### src/hw/fdcpm_pkg.sv
package fdcpm_pkg;
    // Command opcodes and the invalid-command result byte.
    localparam logic [7:0] OPC_MODE = 8'h01;
    localparam logic [7:0] OPC_IDENT = 8'h18;
    localparam logic [7:0] OPC_PERP = 8'h12;
    localparam logic [7:0] RES_INVALID = 8'h80;
    // Identification byte; upper nibble and version value are arbitrary.
    localparam logic [3:0] ID_UPPER = 4'h5;
    localparam logic [3:0] ID_VERSION = 4'h1;
    // Number of parameter bytes in the mode-setting command.
    localparam logic [2:0] MODE_PARAM_BYTES = 3'h4;
    // Field positions in the perpendicular-mode parameter byte.
    localparam int PERP_OW_POS = 7;
    localparam int PERP_DT_LSB = 2;
    localparam int PERP_GAP_POS = 1;
    localparam int PERP_WG_POS = 0;
    // Field positions in mode parameter bytes.
    localparam int MODE_SETTLE_LSB = 0;
    localparam int MODE_RG_POS = 2;
    localparam int MODE_PU_POS = 0;
    // Values after reset.
    localparam logic [3:0] SETTLE_MULT_RST = 4'h8;
    localparam logic [3:0] DRIVE_TYPE_RST = 4'h0;
    localparam logic [1:0] GAPWG_RST = 2'h0;
    // Data rate encodings.
    localparam logic [1:0] RATE_500K = 2'h0;
    localparam logic [1:0] RATE_300K = 2'h1;
    localparam logic [1:0] RATE_250K = 2'h2;
    localparam logic [1:0] RATE_1M = 2'h3;
    // GAP2 lengths in bytes.
    localparam logic [5:0] GAP2_FMT_STD = 6'h16;
    localparam logic [5:0] GAP2_FMT_1M = 6'h29;
    localparam logic [5:0] GAP2_RW_NONE = 6'h00;
    localparam logic [5:0] GAP2_RW_LOW = 6'h13;
    localparam logic [5:0] GAP2_RW_1M = 6'h26;
    // Clock and settle step times.
    localparam int CLK_HZ = 10000000;
    localparam int STEP_250K_US = 8000;
    localparam int STEP_300K_US = 6666;
    localparam int STEP_500K_US = 4000;
    localparam int STEP_1M_US = 2000;
    localparam int STEP_250K_CYC = STEP_250K_US * (CLK_HZ / 1000000);
    localparam int STEP_300K_CYC = STEP_300K_US * (CLK_HZ / 1000000);
    localparam int STEP_500K_CYC = STEP_500K_US * (CLK_HZ / 1000000);
    localparam int STEP_1M_CYC = STEP_1M_US * (CLK_HZ / 1000000);
endpackage

### src/hw/fdcpm_settle_timer.sv
`timescale 1ns/1ps
`default_nettype none
module fdcpm_settle_timer #(
    parameter logic [19:0] STEP_250K = 20'h13880,
    parameter logic [19:0] STEP_300K = 20'h10464,
    parameter logic [19:0] STEP_500K = 20'h09C40,
    parameter logic [19:0] STEP_1M = 20'h04E20
) (
    input wire logic core_clk, // Core clock.
    input wire logic reset, // Synchronous reset.
    input wire logic clk_en, // Clock enable.
    input wire logic start, // Start pulse.
    input wire logic [3:0] mult, // Settle multiplier.
    input wire logic [1:0] rate, // Data rate code.
    output logic busy, // Interval running.
    output logic done // One-cycle pulse at end.
);
    logic [19:0] step_len;
    logic [19:0] step_cnt_reg;
    logic [3:0] mult_cnt_reg;

    always_comb begin
        case (rate)
            fdcpm_pkg::RATE_250K: step_len = STEP_250K;
            fdcpm_pkg::RATE_300K: step_len = STEP_300K;
            fdcpm_pkg::RATE_500K: step_len = STEP_500K;
            default: step_len = STEP_1M;
        endcase
    end

    // Interval is mult steps; a multiplier of zero finishes at once.
    always_ff @(posedge core_clk) begin
        if (reset) begin
            busy <= 1'b0;
            done <= 1'b0;
            step_cnt_reg <= 20'h00000;
            mult_cnt_reg <= 4'h0;
        end else if (clk_en) begin
            done <= 1'b0;
            if (start && !busy) begin
                if (mult == 4'h0) begin
                    done <= 1'b1;
                end else begin
                    busy <= 1'b1;
                    mult_cnt_reg <= mult;
                    step_cnt_reg <= step_len - 20'h00001;
                end
            end else if (busy) begin
                if (step_cnt_reg != 20'h00000) begin
                    step_cnt_reg <= step_cnt_reg - 20'h00001;
                end else if (mult_cnt_reg == 4'h1) begin
                    busy <= 1'b0;
                    done <= 1'b1;
                end else begin
                    mult_cnt_reg <= mult_cnt_reg - 4'h1;
                    step_cnt_reg <= step_len - 20'h00001;
                end
            end
        end
    end
endmodule
`default_nettype wire

### src/hw/fdcpm_config.sv
`timescale 1ns/1ps
`default_nettype none
module fdcpm_config (
    input wire logic core_clk, // Core clock, 10 MHz.
    input wire logic reset, // Hardware reset, synchronous, active high.
    input wire logic clk_en, // Clock enable; low freezes all state.
    input wire logic soft_reset, // Software reset pulse.
    input wire logic cmd_valid, // Command byte written by host.
    input wire logic [7:0] cmd_byte, // Command byte value.
    output logic result_valid, // Result byte ready pulse.
    output logic [7:0] result_byte, // Result byte value.
    input wire logic [1:0] data_rate, // Selected data rate code.
    input wire logic [1:0] drive_sel, // Selected logical drive.
    input wire logic seek_sense_done, // Implied seek and sense interrupt finished.
    output logic settle_busy, // Head settle interval running.
    output logic sector_search_go, // Pulse: settle done, start sector search.
    input wire logic disk_change_input, // Disk change pin.
    output logic disk_change, // Disk change seen by core logic.
    output logic sep_read_gate, // External read gate to data separator.
    output logic sep_read_gate_en, // Separator uses the external read gate.
    input wire logic mfm_data_normal, // Normal write data for the pump pin.
    input wire logic serial_data_in, // Internal serial data-in signal.
    output logic pump_output_pin, // Pump output pin.
    output logic drive_perp, // Selected drive is in perpendicular mode.
    output logic precomp_zero, // Force write precompensation to zero.
    output logic [5:0] gap2_format_len, // GAP2 bytes written by format.
    output logic [5:0] gap2_rewrite_len, // GAP2 bytes rewritten by write data.
    output logic [3:0] drive_type_bits, // Stored drive type bits.
    output logic [1:0] gap_wg_sel // Stored gap and write-gate select.
);
    typedef enum {ST_IDLE, ST_MODE, ST_PERP} fdcpm_cmd_t;
    fdcpm_cmd_t state_reg;
    logic [2:0] byte_cnt_reg;
    logic [3:0] settle_mult_reg;
    logic read_gate_diag_bit;
    logic pump_diag_bit;
    logic [1:0] dc_q1_reg;
    logic dc_sync_reg;
    logic settle_start;
    logic any_perp;
    logic at_1m;
    logic [3:0] dt_written;
    logic [1:0] gw_written;

    // Pin input passes three flops; the first two are each read only by the next.
    always_ff @(posedge core_clk) begin
        if (reset) begin
            dc_q1_reg <= 2'h0;
            dc_sync_reg <= 1'b0;
        end else if (clk_en) begin
            dc_q1_reg <= {dc_q1_reg[0], disk_change_input};
            dc_sync_reg <= dc_q1_reg[1];
        end
    end

    // Command byte sequencing; every byte in ST_IDLE is an opcode.
    always_ff @(posedge core_clk) begin
        if (reset || (clk_en && soft_reset)) begin
            state_reg <= ST_IDLE;
            byte_cnt_reg <= 3'h0;
        end else if (clk_en && cmd_valid) begin
            case (state_reg)
                ST_IDLE: begin
                    byte_cnt_reg <= 3'h0;
                    if (cmd_byte == fdcpm_pkg::OPC_MODE) begin
                        state_reg <= ST_MODE;
                    end else if (cmd_byte == fdcpm_pkg::OPC_PERP) begin
                        state_reg <= ST_PERP;
                    end
                end
                ST_MODE: begin
                    if (byte_cnt_reg == fdcpm_pkg::MODE_PARAM_BYTES - 3'h1) begin
                        state_reg <= ST_IDLE;
                    end
                    byte_cnt_reg <= byte_cnt_reg + 3'h1;
                end
                ST_PERP: state_reg <= ST_IDLE;
                default: state_reg <= ST_IDLE;
            endcase
        end
    end

    // Results: identify byte or invalid answer; mode and perpendicular give none.
    always_ff @(posedge core_clk) begin
        if (reset || (clk_en && soft_reset)) begin
            result_valid <= 1'b0;
            result_byte <= 8'h00;
        end else if (clk_en) begin
            result_valid <= 1'b0;
            if (cmd_valid && state_reg == ST_IDLE) begin
                if (cmd_byte == fdcpm_pkg::OPC_IDENT) begin
                    result_valid <= 1'b1;
                    result_byte <= {fdcpm_pkg::ID_UPPER, fdcpm_pkg::ID_VERSION};
                end else if (cmd_byte != fdcpm_pkg::OPC_MODE &&
                             cmd_byte != fdcpm_pkg::OPC_PERP) begin
                    result_valid <= 1'b1;
                    result_byte <= fdcpm_pkg::RES_INVALID;
                end
            end
        end
    end

    // Mode fields: byte 3 holds the settle multiplier, byte 4 the diagnostic bits.
    always_ff @(posedge core_clk) begin
        if (reset) begin
            settle_mult_reg <= fdcpm_pkg::SETTLE_MULT_RST;
            read_gate_diag_bit <= 1'b0;
            pump_diag_bit <= 1'b0;
        end else if (clk_en && cmd_valid && state_reg == ST_MODE) begin
            if (byte_cnt_reg == 3'h2) begin
                settle_mult_reg <= cmd_byte[fdcpm_pkg::MODE_SETTLE_LSB +: 4];
            end
            if (byte_cnt_reg == 3'h3) begin
                read_gate_diag_bit <= cmd_byte[fdcpm_pkg::MODE_RG_POS];
                pump_diag_bit <= cmd_byte[fdcpm_pkg::MODE_PU_POS];
            end
        end
    end

    // Drive type bits survive a software reset; only hardware reset clears them.
    always_ff @(posedge core_clk) begin
        if (reset) begin
            drive_type_bits <= fdcpm_pkg::DRIVE_TYPE_RST;
        end else if (clk_en && !soft_reset && cmd_valid && state_reg == ST_PERP &&
                     cmd_byte[fdcpm_pkg::PERP_OW_POS]) begin
            drive_type_bits <= cmd_byte[fdcpm_pkg::PERP_DT_LSB +: 4];
        end
    end

    always_ff @(posedge core_clk) begin
        if (reset) begin
            gap_wg_sel <= fdcpm_pkg::GAPWG_RST;
        end else if (clk_en) begin
            if (soft_reset) begin
                gap_wg_sel <= fdcpm_pkg::GAPWG_RST;
            end else if (cmd_valid && state_reg == ST_PERP) begin
                gap_wg_sel <= {cmd_byte[fdcpm_pkg::PERP_GAP_POS],
                               cmd_byte[fdcpm_pkg::PERP_WG_POS]};
            end
        end
    end

    // Mode resolution: a nonzero select pair overrides the per-drive bits.
    always_comb begin
        at_1m = (data_rate == fdcpm_pkg::RATE_1M);
        any_perp = 1'b0;
        drive_perp = drive_type_bits[drive_sel];
        case (gap_wg_sel)
            2'h0: any_perp = 1'b0;
            2'h1: any_perp = 1'b1;
            2'h3: any_perp = 1'b1;
            default: any_perp = 1'b0;
        endcase
        if (gap_wg_sel != 2'h0) begin
            drive_perp = any_perp;
        end
    end

    // Precomp is forced only for drives made perpendicular by their type bit.
    assign precomp_zero = (gap_wg_sel == 2'h0) && drive_type_bits[drive_sel];

    always_comb begin
        gap2_format_len = fdcpm_pkg::GAP2_FMT_STD;
        gap2_rewrite_len = fdcpm_pkg::GAP2_RW_NONE;
        if (gap_wg_sel == 2'h1) begin
            gap2_rewrite_len = fdcpm_pkg::GAP2_RW_LOW;
        end else if (gap_wg_sel == 2'h3) begin
            gap2_format_len = fdcpm_pkg::GAP2_FMT_1M;
            gap2_rewrite_len = fdcpm_pkg::GAP2_RW_1M;
        end else if (gap_wg_sel == 2'h0 && drive_type_bits[drive_sel]) begin
            if (at_1m) begin
                gap2_format_len = fdcpm_pkg::GAP2_FMT_1M;
                gap2_rewrite_len = fdcpm_pkg::GAP2_RW_1M;
            end else begin
                gap2_rewrite_len = fdcpm_pkg::GAP2_RW_LOW;
            end
        end
    end

    // Diagnostic pin steering.
    assign sep_read_gate_en = read_gate_diag_bit;
    assign sep_read_gate = read_gate_diag_bit & dc_sync_reg;
    assign disk_change = read_gate_diag_bit ? 1'b0 : dc_sync_reg;
    assign pump_output_pin = pump_diag_bit ? serial_data_in : mfm_data_normal;

    // Settle starts when seek and sense interrupt finish.
    assign settle_start = seek_sense_done;

    fdcpm_settle_timer #(
        .STEP_250K(20'(fdcpm_pkg::STEP_250K_CYC)),
        .STEP_300K(20'(fdcpm_pkg::STEP_300K_CYC)),
        .STEP_500K(20'(fdcpm_pkg::STEP_500K_CYC)),
        .STEP_1M(20'(fdcpm_pkg::STEP_1M_CYC))
    ) u_settle (
        .core_clk(core_clk),
        .reset(reset),
        .clk_en(clk_en),
        .start(settle_start),
        .mult(settle_mult_reg),
        .rate(data_rate),
        .busy(settle_busy),
        .done(sector_search_go)
    );

    // Command fields as written, so the checks below can compare against them.
    assign dt_written = cmd_byte[fdcpm_pkg::PERP_DT_LSB +: 4];
    assign gw_written = {cmd_byte[fdcpm_pkg::PERP_GAP_POS], cmd_byte[fdcpm_pkg::PERP_WG_POS]};
endmodule
`default_nettype wire

### config.mk
export PLATFORM = sky130hd
export DESIGN_NAME = fdcpm_config
export DESIGN_NICKNAME = d
export VERILOG_FILES = /design/src/hw/fdcpm_pkg.sv /design/src/hw/fdcpm_settle_timer.sv /design/src/hw/fdcpm_config.sv
export SDC_FILE = /design/constraint.sdc
export NUM_CORES = 1
export LEC_CHECK = 0
export BUFFER_PORTS_ARGS = -buffer_cell sky130_fd_sc_hd__buf_2
export CORE_MARGIN = 4
export CORE_UTILIZATION = 30
export CTS_CLUSTER_DIAMETER = 80
export DETAILED_ROUTE_END_ITERATION = 7
export GPL_TIMING_DRIVEN = 0
export PLACE_DENSITY_LB_ADDON = 0.08
export SYNTH_ARGS = -nofsm -noshare
export SYNTH_HDL_FRONTEND = slang
export SYNTH_SLANG_ARGS = --single-unit
### constraint.sdc
create_clock -name core_clk -period 2.4 [get_ports core_clk]
set_clock_uncertainty 0.05 [all_clocks]
set_input_delay 0.48 -clock core_clk [delete_from_list [all_inputs] [get_ports core_clk]]
set_output_delay 0.48 -clock core_clk [all_outputs]
set_load 0.01 [all_outputs]
==> results.txt, run 1 <==
* Tcrit/Tclk final: 0.944
- Summed over all nets, the half-perimeter wirelength after detailed placement is a little under 7000 um.
- Pins over their slew limit: 0
- Post-Route M1 WL: between 4000 and 5000 um
* Highest Signal Layer: met4
- The min-delay analysis places its worst path in the category in2reg.
* Min Hold Slack: between 300 and 400 ps
- The analysis attributes to cell leakage a power of between 1.5 and 2 nW.
- Initial Utilization: 0.309
- In this run the tightest slew margin relative to its limit is 0.403.
- Hold buffer count at cts: 0
* WHS Path Cells: 3
- Overflow after GRT: 0
* Combinational share of power: 0.365
- Counting cells, the worst reg-to-reg path comes to 7.
* Total of endpoints with negative setup slack in the final report: 0
- In this run, CTS created clock tree buffers numbering 5.
* Share of final-layout standard cells stronger than drive strength 1: 0.256
- Final Cell Area: approximately 3600 sq um
- Dpl cells: approximately 550
- Setup WS post-layout: 135 ps
* Stages on the worst setup path: 7
* H-tree levels: 2
* Cell at the root of the clock tree: sky130_fd_sc_hd__clkbuf_8
- Summed over all layers, the routed wires come to approximately 9100 um.
- For this run, asynchronously set or reset flops after synthesis account for 0.
- Power spread over the standard cell area amounts to 627 nW/um^2.
* Chip Width: roughly 110 um
- Global router's overall resource usage: 0.156
* Post-route non-filler standard cell count: roughly 560
- The core region is approximately 10000 sq um.
- For this design the total switching power over the nets is around 0.9 mW.
- First-pass GRT wire length: ~14000 um
- Share of the core filled with cells in the final layout: 0.373
* Number of endpoints with negative hold slack in the final report: 0
* Maximum fanout along the worst path: 10
- Setup TNS: 0 ps
* Family with the most delay on the worst path: simple AND/OR/NAND/NOR gates
- Routability-driven placement congestion ratio: roughly 0.85
* Worst-Margin Slew: between 800 and 900 ps
- Critical path buffer and inverter count: 2
- STA classifies the critical path endpoint as a flop.
- Internal power comes to ~1.4 mW.
- After detailed routing, the number of vias per cell comes to 5.15.
* Cell area after technology mapping: 3020 sq um
* Pre-CTS setup slack: -192 ps
- Total Power Consumption: 2.28 mW
- Startpoint-to-endpoint class of the critical path: reg2reg
- Length of routed met2 wiring: 4180 um
* Total inserted antenna cells: 0
- The first TritonRoute pass finished after 4 iterations.
- For this design, the sink count on the clock tree is between 40 and 50.
* Number of distinct library cell variants in the gate-level netlist after synthesis: 66
- Input and output buffers added on the ports amount to 50.
- Setup repair after global routing left no endpoint under its margin.
- Synth-to-layout area growth: 20.5%
* Max Clk Rate: 442 MHz
* Longest Clk Path Bufs: 2
- The share of total power dissipated in sequential elements is 0.402.
* Clock-pin slew reported for the worst setup and hold paths after clock tree synthesis: ~100 ps
* Antenna violations before repair: 0
- Crit path time final: roughly 2300 ps
- The flow ran to the end, and the final reports show no timing, DRC or antenna violations.
- The later pin in the worst-skew pair is clocked with a latency of between 300 and 400 ps.
* Share of the yosys chip area belonging to registers: 0.324
* Die Y: about 110 um
* Placed inst area: about 3500 sq um
* Total of flip-flops plus latches after synthesis: 49
- For this block, the via count after detailed routing is 2893.
- Count of standard-cell rows: 36
* Crit-path slowest cell: sky130_fd_sc_hd__or4_4
- TritonCTS clock tree: done
- The detail route stage leaves a number of antenna-violating nets equal to 0.
- Entering global routing, the biggest net connects 18 pins.
- Number of top-level pins: 56
- Fraction of power spent switching nets: 0.387
- The register with the most flip-flops in the layout has 20 of them.
- Remaining DRCs: 0
* Average footprint of a synthesized cell: 8.35 sq um
* Die area: between 10000 and 15000 sq um
- The cell count after synthesis came out at about 360.
* MaxCap Viol Count: 0
- Largest stage delay, worst path: just under 600 ps
- Counting flops with a built-in enable in the synthesized netlist gives 0.
- Across the VDD grid, the largest voltage drop is 297 uV.
* Total Nets Final: 463
- Number of DRC markers in iteration 0: 131
- For this run, the leading register cell type out of synthesis is sky130_fd_sc_hd__dfxtp_1.
- Required time of the critical path: ~2600 ps
- At the worst endpoint, the arrival time is 2420 ps.
* DR WL/cell: ~16 um
- Share of total power in the clock network: 0.233
- Walking the worst path, the cells encountered are or4_4 -> nand2b_1 -> buf_4 -> o21ai_4 -> buf_6 -> o21ai_1 -> a32o_1.
* Type of origin of the critical path: flop
* Warning count from the yosys run: 0
* Met3 routed WL: 525 um
- The number of global-route vias before repair is 2613.
==> path summary, 6_finish.rpt <==
path                                                               to  slack [ps]                                  start
worst max-delay path            u_settle.step_cnt_reg[2]$_SDFFE_PP0P_         140  u_settle.step_cnt_reg[8]$_SDFFE_PP0P_
worst min-delay path                        dc_q1_reg[0]$_SDFFE_PP0P_         360                      disk_change_input
worst max register to register  u_settle.step_cnt_reg[2]$_SDFFE_PP0P_         140  u_settle.step_cnt_reg[8]$_SDFFE_PP0P_
worst min register to register              result_valid$_SDFFE_PP0P_         430              result_valid$_SDFFE_PP0P_
==> logic make-up (layout without fill, tap and decap cells) <==
logic type / after synthesis / in the layout / share of synthesized area
compound gates: 88 / 88 / 0.210
simple gates: 145 / 145 / 0.257
mux: 20 / 20 / 0.0712
fa+ha+maj: 14 / 14 / 0.0579
buf+inv: 45 / 108 / 0.0786
flops: 49 / 49 / 0.324
other cells: 1 / 5 / 0.00124
==> worst min-delay path: cells and delay by family <==
kind	cells	cell delay (ps)
multiplexers	1	60
AND/OR/NAND/NOR	1	70
buffers and inverters	1	70
==> timing repair <==
action,in CTS,in global routing
gates resized for setup,6,12
setup buffers,0,6
pin swaps,1,3
setup endpoints to repair,22,23
==> power groups by stage <==
| stage | combinational, mW | clock (mW) | sequential [mW] |
|---|---|---|---|
| after floorplan | 0.565 | 0 | 0.921 |
| after global placement | 0.771 | 0 | 0.934 |
| after detailed placement | 0.772 | 0 | 0.935 |
| after CTS | 0.793 | 0.557 | 0.917 |
| after global routing | 0.921 | 0.587 | 0.927 |
| final | 0.834 | 0.531 | 0.919 |
==> routing by layer <==
layer	GRT usage	vias up
li1	-	1451
met1	0.225	1362
met2	0.246	75
met3	0.0245	5
met4	0.0298	0
met5	0	-
==> area by class of cell <==
type | count | area (sq um)
fill | 1023 | 6130
multi-input combinational | 272 | 1870
sequential | 49 | 983
timing repair buffer | 56 | 295
buffer | 27 | 173
tap | 133 | 166
clock buffer | 5 | 68.8
inverter | 17 | 63.8
clock inverter | 3 | 25.0
==> synthesized netlist by cell type, types with 3 or more instances <==
library cell               count  area [sq um]
sky130_fd_sc_hd__dfxtp_1      49           981
sky130_fd_sc_hd__nor2_1       44           165
sky130_fd_sc_hd__nand2_1      22          82.6
sky130_fd_sc_hd__mux2i_1      17           170
sky130_fd_sc_hd__buf_4        16           120
sky130_fd_sc_hd__inv_1        16          60.1
sky130_fd_sc_hd__o21ai_0      16          80.1
sky130_fd_sc_hd__nor3_1       15          75.1
sky130_fd_sc_hd__a21oi_1      14          70.1
sky130_fd_sc_hd__ha_1         14           175
sky130_fd_sc_hd__nand3_1      11          55.1
sky130_fd_sc_hd__clkbuf_1      8          30.0
sky130_fd_sc_hd__nand2b_1      8          50.1
sky130_fd_sc_hd__a32o_1        6          60.1
sky130_fd_sc_hd__nor2b_1       6          37.5
sky130_fd_sc_hd__nor3b_1       6          45.0
sky130_fd_sc_hd__o32ai_1       6          52.6
sky130_fd_sc_hd__a21o_1        5          37.5
sky130_fd_sc_hd__a31oi_1       5          31.3
sky130_fd_sc_hd__nor4_1        5          31.3
sky130_fd_sc_hd__o22ai_1       5          31.3
sky130_fd_sc_hd__and2_1        4          25.0
sky130_fd_sc_hd__nand3b_1      3          22.5
sky130_fd_sc_hd__nand4_1       3          18.8
sky130_fd_sc_hd__o211ai_1      3          22.5
sky130_fd_sc_hd__or3_1         3          18.8
sky130_fd_sc_hd__or4_1         3          22.5
==> layout by cell type, fill, tap and decap left out, drive strengths merged, types with 6 or more instances in the layout <==
cell type  Yosys  layout
nor2b          6       6
clkbuf         8      13
nor3          15      15
nand3         11      11
o21ai         18      18
mux2i         17      17
nor4           6       6
a21oi         15      15
o32ai          6       6
inv           17      18
nor2          44      44
nand2b         8       8
nor3b          6       6
a31oi          6       6
dfxtp         49      49
ha            14      14
buf           20      75
a32o           6       6
nand2         22      22
Note: power is estimated with default switching activity, not from simulation.
==> run 2: changes to the inputs <==
Clock period 2.4 ns to 2.25 ns, I/O delays scaled along.
==> run 2 against run 1 <==
Count of clock-buffer cells in the layout unchanged. First-iteration DRC count up 44%. Critical path type is now reg2out. Final area up 3.0%. Critical path depth down 1. Wire length up 1.4%. Global-route usage up 0.22 points. Largest cell class unchanged. Non-clock buffer count up 3.
==> results.txt, run 2 (synthesis results as in run 1) <==
- The endpoint identified for the worst register-to-register timing path is u_settle.step_cnt_reg[2]$_SDFFE_PP0P_.
* Most common library cell in the layout ignoring fill and taps: sky130_fd_sc_hd__buf_2
- For this configuration, the core starts out at a cell density of 0.309.
* Number of global-route vias before repair: 2623
- At the end of the flow the core is filled with cells to 0.384.
* Tcrit/Tclk final: 0.980
- Across every metal layer, demand over resource in global routing totals 0.158.
- The die is approximately 110 um tall.
- Worst hold start: disk_change_input
- Setup slack on the worst reg-to-reg path comes out at 80 ps.
- TritonCTS clock tree: done
* Cell at the root of the clock tree: sky130_fd_sc_hd__clkbuf_8
* Setup TNS: 0 ps
* Number of flip-flops in the largest register: 20
* Endpoint kind of the worst setup timing path: output port
- Based on the critical path, the design can be clocked at up to between 400 and 500 MHz.
- The setup path with the least slack is of type reg2out.
* Pins over their slew limit: 0
- The later pin in the worst-skew pair is clocked with a latency of 310 ps.
* DR WL/cell: between 15 and 20 um
- The die covers between 10000 and 15000 sq um.
- Chip Width: between 100 and 150 um
- Worst hold path class: in2reg
- Pwr per Cell Area: roughly 670 nW/um^2
- Antenna violations before repair: 0
- Type of origin of the critical path: flop
- Entering global routing, the biggest net connects 18 pins.
- Pre-Repair DR Iteration Count: 4
* Remaining DRCs: 0
- Sinks on the clock net: slightly below 50
- For hold timing, the worst endpoint is dc_q1_reg[0]$_SDFFE_PP0P_.
- Total of endpoints with negative setup slack in the final report: 0
- Longest Clk Path Bufs: 2
* Count of standard-cell rows: 36
- STA puts the critical path data required time at about 1800 ps.
- The region available for standard cell placement spans ~10000 sq um.
* First-pass GRT wire length: approximately 14000 um
- Total Power Consumption: between 2 and 3 mW
- Crit path time final: about 2200 ps
* RR Startpoint: u_settle.step_cnt_reg[8]$_SDFFE_PP0P_
- Compared with the post-synthesis result, the final layout area differs by 24.1%.
- Logic depth of the worst register-to-register path: 7
* Setup repair after global routing missed its margin: yes
* Most frequent cells in the layout: sky130_fd_sc_hd__buf_2, sky130_fd_sc_hd__dfxtp_1, sky130_fd_sc_hd__nor2_1
- Half-perimeter wire length of the detailed placement result: roughly 7000 um
* Min Hold Slack: about 330 ps
* Setup WS post-layout: ~45 ps
* Worst-Margin Slew: around 880 ps
* Routed Wire Length: around 9300 um
- The worst-case IR drop observed on VDD is about 330 uV.
- Clock-pin slew reported for the worst setup and hold paths after clock tree synthesis: ~110 ps
- In this run the static leakage power is 1.56 nW.
* Total Nets Final: between 400 and 500
* Overflow after GRT: 0
* Endpoint arrival time on the critical path: between 1500 and 2000 ps
- TritonCTS Buffers: 5
- The flow ran to the end, and the final reports show no timing, DRC or antenna violations.
* Slew Limit Headroom: 0.412
- Pre-CTS setup slack: -342 ps
- The tool flagged a number of max-cap violations equal to 0.
- The detailed router finished its first iteration with approximately 190 violations.
- Number of top-level pins: between 50 and 60
- H-tree levels: 2
* Number of vias per cell after detailed routing: a little over 5
- The congestion estimate from routability-driven global placement came to ~0.85.
* Total inserted antenna cells: 0
- The final-report hold violation count was 0.
* Antenna Nets Post-Route: 0
- WHS Path Cells: 3
- Port Buffers: 50
* Maximum fanout along the worst path: 5
- Of the cells placed in the final design, the portion with a size suffix greater than 1 is 0.275.
- Via total after detailed routing: between 2000 and 3000
-- run 2: metrics by stage --
stage          cells  cell area [sq um]
2_1_floorplan    366               3040
3_3_place_gp     549               3460
3_5_place_dp     549               3460
4_1_cts          560               3640
5_1_grt          565               3750
6_report         565               3750
-- run 2: how the worst max path moves through the flow --
stage | from | end | cells past startpoint | slack, ps
CTS | drive_type_bits[3]$_SDFFE_PP0P_ | gap2_rewrite_len[2] | 6 | 8
finish | drive_type_bits[3]$_SDFFE_PP0P_ | gap2_rewrite_len[2] | 6 | 50
floorplan | drive_sel[0] | gap2_format_len[3] | 5 | 210
detailed placement | u_settle.step_cnt_reg[0]$_SDFFE_PP0P_ | u_settle.step_cnt_reg[6]$_SDFFE_PP0P_ | 8 | -340
global placement | u_settle.step_cnt_reg[0]$_SDFFE_PP0P_ | u_settle.step_cnt_reg[6]$_SDFFE_PP0P_ | 8 | -330
global route | drive_type_bits[3]$_SDFFE_PP0P_ | gap2_rewrite_len[2] | 6 | -50
-- run 2: area by class of cell --
type | count | area (sq um)
Buffer | 26 | 165
Clock buffer | 5 | 68.8
Clock inverter | 3 | 25.0
Fill cell | 1025 | 6020
Inverter | 17 | 66.3
Multi-Input combinational cell | 272 | 1910
Sequential cell | 49 | 986
Tap cell | 133 | 166
Timing Repair Buffer | 60 | 367
-- run 2: report_power, final --
group | leakage [nW] | switching [mW] | internal, mW | total [mW]
combinational | 1.11 | 0.568 | 0.412 | 0.980
clock | 0.0447 | 0.342 | 0.226 | 0.568
sequential | 0.400 | 0.0644 | 0.916 | 0.980
-- run 2: worst max-delay path: stages (launching register included) --
cell and delay, ps:
sky130_fd_sc_hd__dfxtp_2 340, sky130_fd_sc_hd__mux4_2 530, sky130_fd_sc_hd__nand3_2 80, sky130_fd_sc_hd__and2_4 160
sky130_fd_sc_hd__inv_4 40, sky130_fd_sc_hd__buf_4 110, sky130_fd_sc_hd__buf_2 130
-- run 2: repair_timing --
action,CTS,global route
resized for setup,21,14
pin swaps,6,2
hold buffers,0,0
setup buffers,5,5
setup endpoints to repair,27,24
-- run 2: per-layer routing --
layer,wire [um],GRT usage
met5,0,0
met4,71,0.0298
met3,510,0.0257
met2,4310,0.252
met1,4390,0.226
